### src/motor_estimator_status_map.svh
// Register indices, reset values and bus codes for the estimator status bank
`ifndef MOTOR_ESTIMATOR_STATUS_MAP_SVH
`define MOTOR_ESTIMATOR_STATUS_MAP_SVH

// Word indices; byte address is four times the index
`define MES_IDX_SPEED_STATE 11'h680
`define MES_IDX_SPEED_WORD 11'h68a
`define MES_IDX_POS_STATE 11'h6be
`define MES_IDX_POS_ANGLE 11'h702
`define MES_IDX_EMF_D 11'h748
`define MES_IDX_EMF_Q 11'h74a
`define MES_IDX_IRQ_STATUS 11'h7f0
`define MES_IDX_IRQ_MASK 11'h7f1

// Address field holding the word index
`define MES_IDX_HI 12
`define MES_IDX_LO 2
`define MES_ADDR_TOP 31
`define MES_ADDR_ZERO 19'h00000

`define MES_STATE_RST 16'h0000
`define MES_WORD_RST 32'h00000000
`define MES_EVENT_RST 4'h0
`define MES_STATE_PAD 16'h0000
`define MES_EVENT_PAD 28'h0000000

// Event bit positions in the interrupt status and mask words
`define MES_EV_SPEED_DONE 0
`define MES_EV_SPEED_FAULT 1
`define MES_EV_POS_DONE 2
`define MES_EV_POS_FAULT 3
`define MES_EVENT_TOP 3

`define MES_RESP_OKAY 2'h0
`define MES_RESP_SLVERR 2'h2

`endif

### src/motor_estimator_status_pkg.sv
// Types shared by the estimator status register bank
package motor_estimator_status_pkg;

  typedef logic [15:0] state_code_t;
  typedef logic [31:0] fixed_word_t;
  typedef logic [3:0] event_vec_t;

  typedef enum logic [15:0] {
    SPEED_DETECT_INIT = 16'h0000,
    SPEED_DETECT_STOP_CHECK = 16'h0001,
    SPEED_DETECT_ESTIM_INIT = 16'h0002,
    SPEED_DETECT_RUN_CHECK = 16'h0003,
    SPEED_DETECT_DIR_CHECK = 16'h0004,
    SPEED_DETECT_DONE = 16'h0005,
    SPEED_DETECT_FAULT = 16'h0006
  } speed_detect_state_t;

  typedef enum logic [15:0] {
    POS_DETECT_INIT = 16'h0000,
    POS_DETECT_VECTOR_CONFIG = 16'h0001,
    POS_DETECT_RUN = 16'h0002,
    POS_DETECT_SLOW_RISE = 16'h0003,
    POS_DETECT_SLOW_FALL = 16'h0004,
    POS_DETECT_DECAY_WAIT = 16'h0005,
    POS_DETECT_GET_TIMES = 16'h0006,
    POS_DETECT_NEXT_VECTOR = 16'h0007,
    POS_DETECT_SECTOR_RISE = 16'h0008,
    POS_DETECT_ROTOR_POS = 16'h0009,
    POS_DETECT_ANGLE = 16'h000a,
    POS_DETECT_DONE = 16'h000b,
    POS_DETECT_FAULT = 16'h000c
  } position_detect_state_t;

endpackage : motor_estimator_status_pkg

### src/status_word_hold.sv
// One read-only status word, loaded only by the estimator
`timescale 1ns/100ps
module status_word_hold #(
  parameter int WIDTH = 32,
  parameter logic [WIDTH-1:0] RESET_VALUE = '0
) (
  input wire logic refClk,
  input wire logic rst,
  input wire logic load,
  input wire logic [WIDTH-1:0] din,
  output logic [WIDTH-1:0] q
);
  logic [WIDTH-1:0] word_reg;

  // No bus path reaches this storage, so host writes cannot alter it
  always_ff @(posedge refClk) begin
    if (rst) begin
      word_reg <= RESET_VALUE;
    end else if (load) begin
      word_reg <= din;
    end
  end

  assign q = word_reg;
endmodule : status_word_hold

### src/event_flag_bank.sv
// Sticky event flags with write-one-to-clear and a masked level interrupt
`timescale 1ns/100ps
`include "motor_estimator_status_map.svh"
module event_flag_bank (
  input wire logic refClk,
  input wire logic rst,
  input wire motor_estimator_status_pkg::event_vec_t setEvents,
  input wire motor_estimator_status_pkg::event_vec_t clearBits,
  input wire logic clearEn,
  input wire motor_estimator_status_pkg::event_vec_t maskBits,
  output motor_estimator_status_pkg::event_vec_t flags,
  output logic irq
);
  import motor_estimator_status_pkg::*;

  event_vec_t flags_reg;
  event_vec_t flags_next;
  event_vec_t clearGate;
  logic irq_reg;
  logic irq_next;

  // Set is or-ed in last so an event in the clearing cycle survives
  assign clearGate = clearEn ? clearBits : `MES_EVENT_RST;
  assign flags_next = (flags_reg & ~clearGate) | setEvents;
  assign irq_next = |(flags_next & maskBits);

  always_ff @(posedge refClk) begin
    if (rst) begin
      flags_reg <= `MES_EVENT_RST;
      irq_reg <= 1'b0;
    end else begin
      flags_reg <= flags_next;
      irq_reg <= irq_next;
    end
  end

  assign flags = flags_reg;
  assign irq = irq_reg;
endmodule : event_flag_bank

### src/motor_estimator_status_regs.sv
// Estimator status register bank behind an AXI4-Lite slave
`timescale 1ns/100ps
`include "motor_estimator_status_map.svh"

module motor_estimator_status_regs (
  input wire logic ref_clk,
  input wire logic rst,
  input wire motor_estimator_status_pkg::state_code_t speedStateIn,
  input wire logic speedStateLoad,
  input wire motor_estimator_status_pkg::fixed_word_t speedWordIn,
  input wire logic speedWordLoad,
  input wire motor_estimator_status_pkg::state_code_t posStateIn,
  input wire logic posStateLoad,
  input wire motor_estimator_status_pkg::fixed_word_t posAngleIn,
  input wire logic posAngleLoad,
  input wire motor_estimator_status_pkg::fixed_word_t emfDirectIn,
  input wire logic emfDirectLoad,
  input wire motor_estimator_status_pkg::fixed_word_t emfQuadIn,
  input wire logic emfQuadLoad,
  input wire logic [31:0] awaddr,
  input wire logic awvalid,
  output logic awready,
  input wire logic [31:0] wdata,
  input wire logic [3:0] wstrb,
  input wire logic wvalid,
  output logic wready,
  output logic [1:0] bresp,
  output logic bvalid,
  input wire logic bready,
  input wire logic [31:0] araddr,
  input wire logic arvalid,
  output logic arready,
  output logic [31:0] rdata,
  output logic [1:0] rresp,
  output logic rvalid,
  input wire logic rready,
  output logic irq
);
  import motor_estimator_status_pkg::*;

  state_code_t speedStateQ;
  fixed_word_t speedWordQ;
  state_code_t posStateQ;
  fixed_word_t posAngleQ;
  fixed_word_t emfDirectQ;
  fixed_word_t emfQuadQ;

  status_word_hold #(.WIDTH(16), .RESET_VALUE(`MES_STATE_RST)) speedStateHold (
    .refClk(ref_clk), .rst(rst), .load(speedStateLoad), .din(speedStateIn), .q(speedStateQ)
  );
  status_word_hold #(.WIDTH(32), .RESET_VALUE(`MES_WORD_RST)) speedWordHold (
    .refClk(ref_clk), .rst(rst), .load(speedWordLoad), .din(speedWordIn), .q(speedWordQ)
  );
  status_word_hold #(.WIDTH(16), .RESET_VALUE(`MES_STATE_RST)) posStateHold (
    .refClk(ref_clk), .rst(rst), .load(posStateLoad), .din(posStateIn), .q(posStateQ)
  );
  status_word_hold #(.WIDTH(32), .RESET_VALUE(`MES_WORD_RST)) posAngleHold (
    .refClk(ref_clk), .rst(rst), .load(posAngleLoad), .din(posAngleIn), .q(posAngleQ)
  );
  status_word_hold #(.WIDTH(32), .RESET_VALUE(`MES_WORD_RST)) emfDirectHold (
    .refClk(ref_clk), .rst(rst), .load(emfDirectLoad), .din(emfDirectIn), .q(emfDirectQ)
  );
  status_word_hold #(.WIDTH(32), .RESET_VALUE(`MES_WORD_RST)) emfQuadHold (
    .refClk(ref_clk), .rst(rst), .load(emfQuadLoad), .din(emfQuadIn), .q(emfQuadQ)
  );

  // Sequencer completion and fault codes raise interrupt events
  event_vec_t setEvents;
  assign setEvents[`MES_EV_SPEED_DONE] =
    speedStateLoad && (speedStateIn == state_code_t'(SPEED_DETECT_DONE));
  assign setEvents[`MES_EV_SPEED_FAULT] =
    speedStateLoad && (speedStateIn == state_code_t'(SPEED_DETECT_FAULT));
  assign setEvents[`MES_EV_POS_DONE] =
    posStateLoad && (posStateIn == state_code_t'(POS_DETECT_DONE));
  assign setEvents[`MES_EV_POS_FAULT] =
    posStateLoad && (posStateIn == state_code_t'(POS_DETECT_FAULT));

  // Write channel: address and data may arrive in either order
  logic awready_reg;
  logic awready_next;
  logic wready_reg;
  logic wready_next;
  logic bvalid_reg;
  logic bvalid_next;
  logic [1:0] bresp_reg;
  logic [1:0] bresp_next;
  logic awHeld_reg;
  logic awHeld_next;
  logic wHeld_reg;
  logic wHeld_next;
  logic [31:0] awAddr_reg;
  logic [31:0] wData_reg;
  logic [3:0] wStrb_reg;

  wire awTake = awvalid && awready_reg;
  wire wTake = wvalid && wready_reg;
  wire haveAw = awHeld_reg || awTake;
  wire haveW = wHeld_reg || wTake;
  wire doWrite = haveAw && haveW;
  wire [31:0] writeAddr = awHeld_reg ? awAddr_reg : awaddr;
  wire [31:0] writeData = wHeld_reg ? wData_reg : wdata;
  wire [3:0] writeStrb = wHeld_reg ? wStrb_reg : wstrb;
  wire [10:0] writeIdx = writeAddr[`MES_IDX_HI:`MES_IDX_LO];
  wire writeHigh = writeAddr[`MES_ADDR_TOP:`MES_IDX_HI+1] == `MES_ADDR_ZERO;

  // Status words are decoded so that a write to them answers OKAY and does nothing
  wire wrHitRo = writeHigh && (
    (writeIdx == `MES_IDX_SPEED_STATE) || (writeIdx == `MES_IDX_SPEED_WORD) ||
    (writeIdx == `MES_IDX_POS_STATE) || (writeIdx == `MES_IDX_POS_ANGLE) ||
    (writeIdx == `MES_IDX_EMF_D) || (writeIdx == `MES_IDX_EMF_Q));
  wire wrHitStatus = writeHigh && (writeIdx == `MES_IDX_IRQ_STATUS);
  wire wrHitMask = writeHigh && (writeIdx == `MES_IDX_IRQ_MASK);
  wire wrHit = wrHitRo || wrHitStatus || wrHitMask;
  wire clearEn = doWrite && wrHitStatus && writeStrb[0];
  wire maskWrite = doWrite && wrHitMask && writeStrb[0];

  assign awHeld_next = haveAw && !doWrite;
  assign wHeld_next = haveW && !doWrite;
  assign bvalid_next = doWrite || (bvalid_reg && !bready);
  assign bresp_next = doWrite ? (wrHit ? `MES_RESP_OKAY : `MES_RESP_SLVERR) : bresp_reg;
  // Both readies stay low while a response waits: one write at a time
  assign awready_next = !awHeld_next && !bvalid_next;
  assign wready_next = !wHeld_next && !bvalid_next;

  always_ff @(posedge ref_clk) begin
    if (rst) begin
      awready_reg <= 1'b0;
      wready_reg <= 1'b0;
      bvalid_reg <= 1'b0;
      bresp_reg <= `MES_RESP_OKAY;
      awHeld_reg <= 1'b0;
      wHeld_reg <= 1'b0;
    end else begin
      awready_reg <= awready_next;
      wready_reg <= wready_next;
      bvalid_reg <= bvalid_next;
      bresp_reg <= bresp_next;
      awHeld_reg <= awHeld_next;
      wHeld_reg <= wHeld_next;
    end
  end

  always_ff @(posedge ref_clk) begin
    if (awTake) begin
      awAddr_reg <= awaddr;
    end
    if (wTake) begin
      wData_reg <= wdata;
      wStrb_reg <= wstrb;
    end
  end

  // Interrupt status and mask
  event_vec_t mask_reg;
  event_vec_t mask_next;
  event_vec_t eventFlags;
  logic irqLevel;

  assign mask_next = maskWrite ? writeData[`MES_EVENT_TOP:0] : mask_reg;

  always_ff @(posedge ref_clk) begin
    if (rst) begin
      mask_reg <= `MES_EVENT_RST;
    end else begin
      mask_reg <= mask_next;
    end
  end

  event_flag_bank eventFlagsBank (
    .refClk(ref_clk),
    .rst(rst),
    .setEvents(setEvents),
    .clearBits(writeData[`MES_EVENT_TOP:0]),
    .clearEn(clearEn),
    .maskBits(mask_next),
    .flags(eventFlags),
    .irq(irqLevel)
  );

  // Read channel
  logic arready_reg;
  logic arready_next;
  logic rvalid_reg;
  logic rvalid_next;
  logic [31:0] rdata_reg;
  logic [31:0] rdata_next;
  logic [1:0] rresp_reg;
  logic [1:0] rresp_next;

  wire arTake = arvalid && arready_reg;
  wire [10:0] readIdx = araddr[`MES_IDX_HI:`MES_IDX_LO];
  wire readHigh = araddr[`MES_ADDR_TOP:`MES_IDX_HI+1] == `MES_ADDR_ZERO;
  wire rdSpeedState = readHigh && (readIdx == `MES_IDX_SPEED_STATE);
  wire rdSpeedWord = readHigh && (readIdx == `MES_IDX_SPEED_WORD);
  wire rdPosState = readHigh && (readIdx == `MES_IDX_POS_STATE);
  wire rdPosAngle = readHigh && (readIdx == `MES_IDX_POS_ANGLE);
  wire rdEmfD = readHigh && (readIdx == `MES_IDX_EMF_D);
  wire rdEmfQ = readHigh && (readIdx == `MES_IDX_EMF_Q);
  wire rdStatus = readHigh && (readIdx == `MES_IDX_IRQ_STATUS);
  wire rdMask = readHigh && (readIdx == `MES_IDX_IRQ_MASK);
  wire rdHit = rdSpeedState || rdSpeedWord || rdPosState || rdPosAngle ||
    rdEmfD || rdEmfQ || rdStatus || rdMask;

  // Sixteen-bit codes sit in the low half, upper half reads zero
  wire [31:0] readMux =
    rdSpeedState ? {`MES_STATE_PAD, speedStateQ} :
    rdSpeedWord ? speedWordQ :
    rdPosState ? {`MES_STATE_PAD, posStateQ} :
    rdPosAngle ? posAngleQ :
    rdEmfD ? emfDirectQ :
    rdEmfQ ? emfQuadQ :
    rdStatus ? {`MES_EVENT_PAD, eventFlags} :
    rdMask ? {`MES_EVENT_PAD, mask_reg} :
    `MES_WORD_RST;

  assign rvalid_next = arTake || (rvalid_reg && !rready);
  assign arready_next = !rvalid_next;
  assign rdata_next = arTake ? readMux : rdata_reg;
  assign rresp_next = arTake ? (rdHit ? `MES_RESP_OKAY : `MES_RESP_SLVERR) : rresp_reg;

  always_ff @(posedge ref_clk) begin
    if (rst) begin
      arready_reg <= 1'b0;
      rvalid_reg <= 1'b0;
      rdata_reg <= `MES_WORD_RST;
      rresp_reg <= `MES_RESP_OKAY;
    end else begin
      arready_reg <= arready_next;
      rvalid_reg <= rvalid_next;
      rdata_reg <= rdata_next;
      rresp_reg <= rresp_next;
    end
  end

  assign awready = awready_reg;
  assign wready = wready_reg;
  assign bvalid = bvalid_reg;
  assign bresp = bresp_reg;
  assign arready = arready_reg;
  assign rvalid = rvalid_reg;
  assign rdata = rdata_reg;
  assign rresp = rresp_reg;
  assign irq = irqLevel;

  // Checks
  speed_state_read_a: assert property (@(posedge ref_clk) disable iff (rst)
    arTake && rdSpeedState |=> rvalid && rdata == {`MES_STATE_PAD, $past(speedStateQ)})
    else $error("speed state read mismatch");

  speed_word_load_a: assert property (@(posedge ref_clk) disable iff (rst)
    speedWordLoad ##1 arTake && rdSpeedWord && !speedWordLoad |=> rdata == $past(speedWordIn, 2))
    else $error("speed word not captured");

  pos_state_read_a: assert property (@(posedge ref_clk) disable iff (rst)
    arTake && rdPosState |=> rdata[31:16] == `MES_STATE_PAD && rdata[15:0] == $past(posStateQ))
    else $error("position state read mismatch");

  pos_angle_load_a: assert property (@(posedge ref_clk) disable iff (rst)
    posAngleLoad |=> posAngleQ == $past(posAngleIn))
    else $error("angle word not loaded");

  emf_direct_read_a: assert property (@(posedge ref_clk) disable iff (rst)
    emfDirectLoad ##1 (arTake && rdEmfD && !emfDirectLoad) |=> rdata == $past(emfDirectIn, 2))
    else $error("direct estimate read mismatch");

  emf_quad_read_a: assert property (@(posedge ref_clk) disable iff (rst)
    arTake && rdEmfQ |=> rvalid && rresp == `MES_RESP_OKAY && rdata == $past(emfQuadQ))
    else $error("quadrature estimate read mismatch");

  ro_write_ignored_a: assert property (@(posedge ref_clk) disable iff (rst)
    doWrite && wrHitRo && !speedStateLoad && !speedWordLoad && !emfQuadLoad |=>
      $stable(speedStateQ) && $stable(speedWordQ) && $stable(emfQuadQ) && bresp == `MES_RESP_OKAY)
    else $error("status word changed by host write");

  reset_zero_a: assert property (@(posedge ref_clk)
    $fell(rst) |-> speedStateQ == `MES_STATE_RST && speedWordQ == `MES_WORD_RST &&
      posStateQ == `MES_STATE_RST && posAngleQ == `MES_WORD_RST &&
      emfDirectQ == `MES_WORD_RST && emfQuadQ == `MES_WORD_RST)
    else $error("status word not zero after reset");

  read_hold_a: assert property (@(posedge ref_clk) disable iff (rst)
    rvalid && !rready |=> rvalid && $stable(rdata) && !arready)
    else $error("read response dropped before taken");

  write_answer_a: assert property (@(posedge ref_clk) disable iff (rst)
    awTake && wTake |=> bvalid ##1 (bvalid || awready))
    else $error("write response missing");

  write_hold_a: assert property (@(posedge ref_clk) disable iff (rst)
    bvalid && !bready |=> bvalid && $stable(bresp) && !awready && !wready)
    else $error("write response dropped before taken");

  event_sticky_a: assert property (@(posedge ref_clk) disable iff (rst)
    |setEvents |=> (eventFlags & $past(setEvents)) == $past(setEvents))
    else $error("event flag not set");

  irq_level_a: assert property (@(posedge ref_clk) disable iff (rst)
    irq == |(eventFlags & mask_reg))
    else $error("interrupt level disagrees with flags");
endmodule : motor_estimator_status_regs

### config.mk
export PLATFORM = sky130hd
export DESIGN_NAME = motor_estimator_status_regs
export DESIGN_NICKNAME = d
export VERILOG_FILES = /design/src/motor_estimator_status_pkg.sv /design/src/status_word_hold.sv /design/src/event_flag_bank.sv /design/src/motor_estimator_status_regs.sv
export VERILOG_INCLUDE_DIRS = /design/src
export SDC_FILE = /design/constraint.sdc
export NUM_CORES = 1
export LEC_CHECK = 0
export BUFFER_PORTS_ARGS = -buffer_cell sky130_fd_sc_hd__buf_2
export CORE_MARGIN = 4
export CORE_UTILIZATION = 40
export DETAILED_ROUTE_END_ITERATION = 10
export PLACE_DENSITY_LB_ADDON = 0.2
export SLEW_MARGIN = 20
export SYNTH_ARGS = -nofsm -noshare
export SYNTH_HDL_FRONTEND = slang
export SYNTH_SLANG_ARGS = --single-unit
### constraint.sdc
create_clock -name ref_clk -period 4.1 [get_ports ref_clk]
set_clock_uncertainty 0.05 [all_clocks]
set_input_delay 0.615 -clock ref_clk [delete_from_list [all_inputs] [get_ports ref_clk]]
set_output_delay 0.615 -clock ref_clk [all_outputs]
set_load 0.005 [all_outputs]
==> metrics.md <==
| Metric | Value |
|---|---|
| Outcome | complete, no violations |
| Worst Path Buf+Inv | 0 |
| Register-to-Register Setup Slack | 1.14 ns |
| Final Setup Violations | 0 |
| Sequential share of power | 0.469 |
| Synthesized instance count | 1,033 |
| CTS root buf | clkbuf_16 |
| Kind of cell adding the most delay to the critical path | simple AND/OR/NAND/NOR gates |
| CP startpoint kind | register |
| Critical path peak fanout | 28 |
| Synth top cells by count | dfxtp_1, nor2_1, mux2i_1, clkbuf_1, nand2_1 |
| Largest net degree at the start of global routing | 103 |
| Hold Path Class | input port to register |
| Insertion delay to the later sink of the worst-skew pair | 0.52 ns |
| Starting density of the core | 0.4069 |
| Mean Syn Cell Area | 9.948 um2 |
| DR vias | 8,682 |
| Initial DRC count | 578 |
| Synth Cell Area | 0.01028 mm2 |
| Post-route setup slack | 1.140 ns |
| Power share of the clock group | 0.446 |
| Setup Total Neg Slack | 0 ns |
| CP endpoint kind | register |
| Total congestion overflow | 0 |
| Port buffer count | 277 |
| EDFF count, synth | 35 |
| Syn-to-layout area delta | 25.14% |
| Maximum vdd ir drop | 0.3119 mV |
| Largest family of logic cells by synthesized area | simple AND/OR/NAND/NOR gates |
| DR pass1 iterations | 6 |
| Yosys reg bits | 245 |
| Core Region | 0.02525 mm2 |
| Die area | 0.02832 mm2 |
| Power per cell area | 437.5 mW/mm2 |
| CTS Hold Bufs | 0 |
| Clk pin slew, worst setup/hold paths | 0.06 ns |
| Share of layout cells above drive strength 1 | 0.2745 |
| WL per Instance | 18.50 um |
| Final wirelength | 30.36 mm |
| Hold Worst Slack | 0.2277 ns |
| Critical Path, Cell by Cell | nor4b_1 > o2bb2ai_1 > nor3_1 > a21boi_0 > o22ai_1 > a41oi_1 |
| Hold Startpoint | awaddr[17] |
| Synthesis Warnings | 0 |
| DR vias/cell | 5.291 |
| Register area share after synthesis | 0.5114 |
| Worst R2R Start | awHeld_reg$_SDFF_PP0_ |
| RSZ-0062 raised after global routing | false |
| Vias in the first global route | 8,651 |
| R2R cell count | 6 |
| Fill cell count | 2,411 |
| Clock sinks | 245 |
| Pint | 0.004342 W |
| Nets | 1,555 |
| Post-synthesis adder-cell area fraction | 0 |
| Slew headroom | 0.2332 |
| Biggest area consumer among synthesized cells | dfxtp_1 |
| GP Congestion | 0.8492 |
| Hold depth | 1 |
| Max_cap viols | 0 |
| Fmax | 0.3378 GHz |
| Pins Over Slew Limit | 0 |
| Post-CTS setup buffers | 0 |
| FF/Latch Area | 0.005255 mm2 |
| Fin crit share | 0.7220 |
| Top_reg_cell synth | dfxtp_1 |
| R2r endpoint | eventFlagsBank.irq$_SDFF_PP0_ |
| Global-route wire length before repair | 46.66 mm |
| Max incr delay on CP | 0.90 ns |
| P_leak | 5.629 nW |
| Crit Path Category | register to register |
| Unique masters post-synth | 60 |
| Post-place setup slack | 0.7365 ns |
| # resized after CTS | 0 |
| Area contributors post-synth | dfxtp_1, mux2i_1, edfxtp_1, nor2_1, nor4_1 |
| Design Power | 0.005626 W |
| Final hold viol count | 0 |
| Slowest CP cell | dfxtp_1 |
| Slew @ Worst Pin | 1.150 ns |
| H-tree depth | 1 |
| Asr flop ratio synth | 0 |
| Multiplexer share of the synthesized area | 0.1660 |
| Die Y | 168.3 um |
| Top Ports | 315 |
| Post-DP HPWL | 21.49 mm |
| Synth Area in XOR/XNOR | 0 |
| Area share of the largest cell type after synthesis | 0.4091 |
| Antenna violations before repair | 15 |
| ANT nets after route | 0 |
| Switching power total | 0.001285 W |
| CTS buffer count | 28 |
| Worst EP required | 4.41 ns |
| Multi-input gate area | 0.004706 mm2 |
| Worst EP arrival | 3.27 ns |
| Post-Synth Simple-Gate Area | 0.1863 |
| WHS Endpoint | awAddr_reg[17]$_DFFE_PP_ |
| Top-count cell post-synth | dfxtp_1 |
| Chip width | 168.3 um |
| Overall Global Routing Usage | 0.2045 |
| CTS Buffer Depth | 3 |
| Switching part of the total | 0.2283 |
| TritonCTS clock tree | yes |
| DRC | 0 |
| Num rows | 58 |
| Logic pwr share | 0.085 |
| Synth Area in Compound Gates | 0.1034 |
| Crit path time final | 2.960 ns |
==> per-layer routing <==
layer  vias up  routed length, um  GRT usage
met2       291              14470     0.3482
met4        18                520    0.05046
met5         -                103          0
met1      4049              13010     0.2614
met3        57               2256    0.05095
li1       4267                  -          -
==> cell type report <==
type / count / area share
Clock buffer: 44 / 0.06626
Tap cell: 330 / 0.03211
Multi-Input combinational cell: 710 / 0.3659
Sequential cell: 245 / 0.4086
Clock inverter: 8 / 0.007589
Timing Repair Buffer: 290 / 0.1161
Inverter: 7 / 0.002043
Antenna cell: 7 / 0.001362
==> placed cells by master, fill, tap and decap left out, types with 5 or more instances in the layout <==
cell type	instances
nor4_1	28
buf_4	14
mux2i_1	167
dfxtp_1	210
diode_2	7
o21ai_0	16
o22ai_1	8
or3_1	6
clkbuf_16	29
clkbuf_1	8
edfxtp_1	35
a31oi_1	8
a22oi_1	12
a21o_1	5
clkbuf_8	7
nor3b_1	7
and3_1	12
o21ai_1	16
nor3_1	31
nand3_1	11
a21oi_1	9
nand4_1	7
inv_1	7
a221oi_1	16
a22o_1	20
nand2_1	39
nor4_2	6
nand2b_1	5
a222oi_1	12
nor2_1	209
buf_2	275
==> per-stage QoR <==
step	utilization	instances	cell area, um2
CTS	0.5084	1634	12840
floorplan	-	1034	10280
global route	0.5091	1640	12860
detailed placement	0.4708	1582	11890
global placement	0.4708	1582	11890
finish	0.5092	1641	12860
==> power by group through the flow <==
stage                     Clock, W  Combinational (W)  Sequential, W
after CTS                  0.00258           0.000484        0.00264
after global routing       0.00268           0.000535        0.00265
after detailed placement         0           0.000483        0.00269
after global placement           0           0.000473        0.00268
after floorplan                  0           0.000281        0.00266
final                      0.00251           0.000478        0.00264
==> logic make-up (layout without fill, tap and decap cells) <==
logic type	Yosys count	after routing
compound gates	144	144
other cells	1	9
mux	170	170
buf+inv	79	349
simple gates	394	394
flops	245	245
==> worst max path at each step <==
stage                                startpoint                            end  slack [ns]  depth (start not counted)
after floorplan                       araddr[2]         rdata[21]$_SDFFE_PP0P_        1.07                         10
after global placement                araddr[2]         rdata[15]$_SDFFE_PP0P_        0.79                          8
after detailed placement              araddr[2]         rdata[15]$_SDFFE_PP0P_        0.74                          8
after CTS                 awHeld_reg$_SDFF_PP0_  eventFlagsBank.irq$_SDFF_PP0_        1.18                          6
after global routing      awHeld_reg$_SDFF_PP0_  eventFlagsBank.irq$_SDFF_PP0_        0.86                          6
final                     awHeld_reg$_SDFF_PP0_  eventFlagsBank.irq$_SDFF_PP0_        1.14                          6
(Power assumes the default switching activity.)
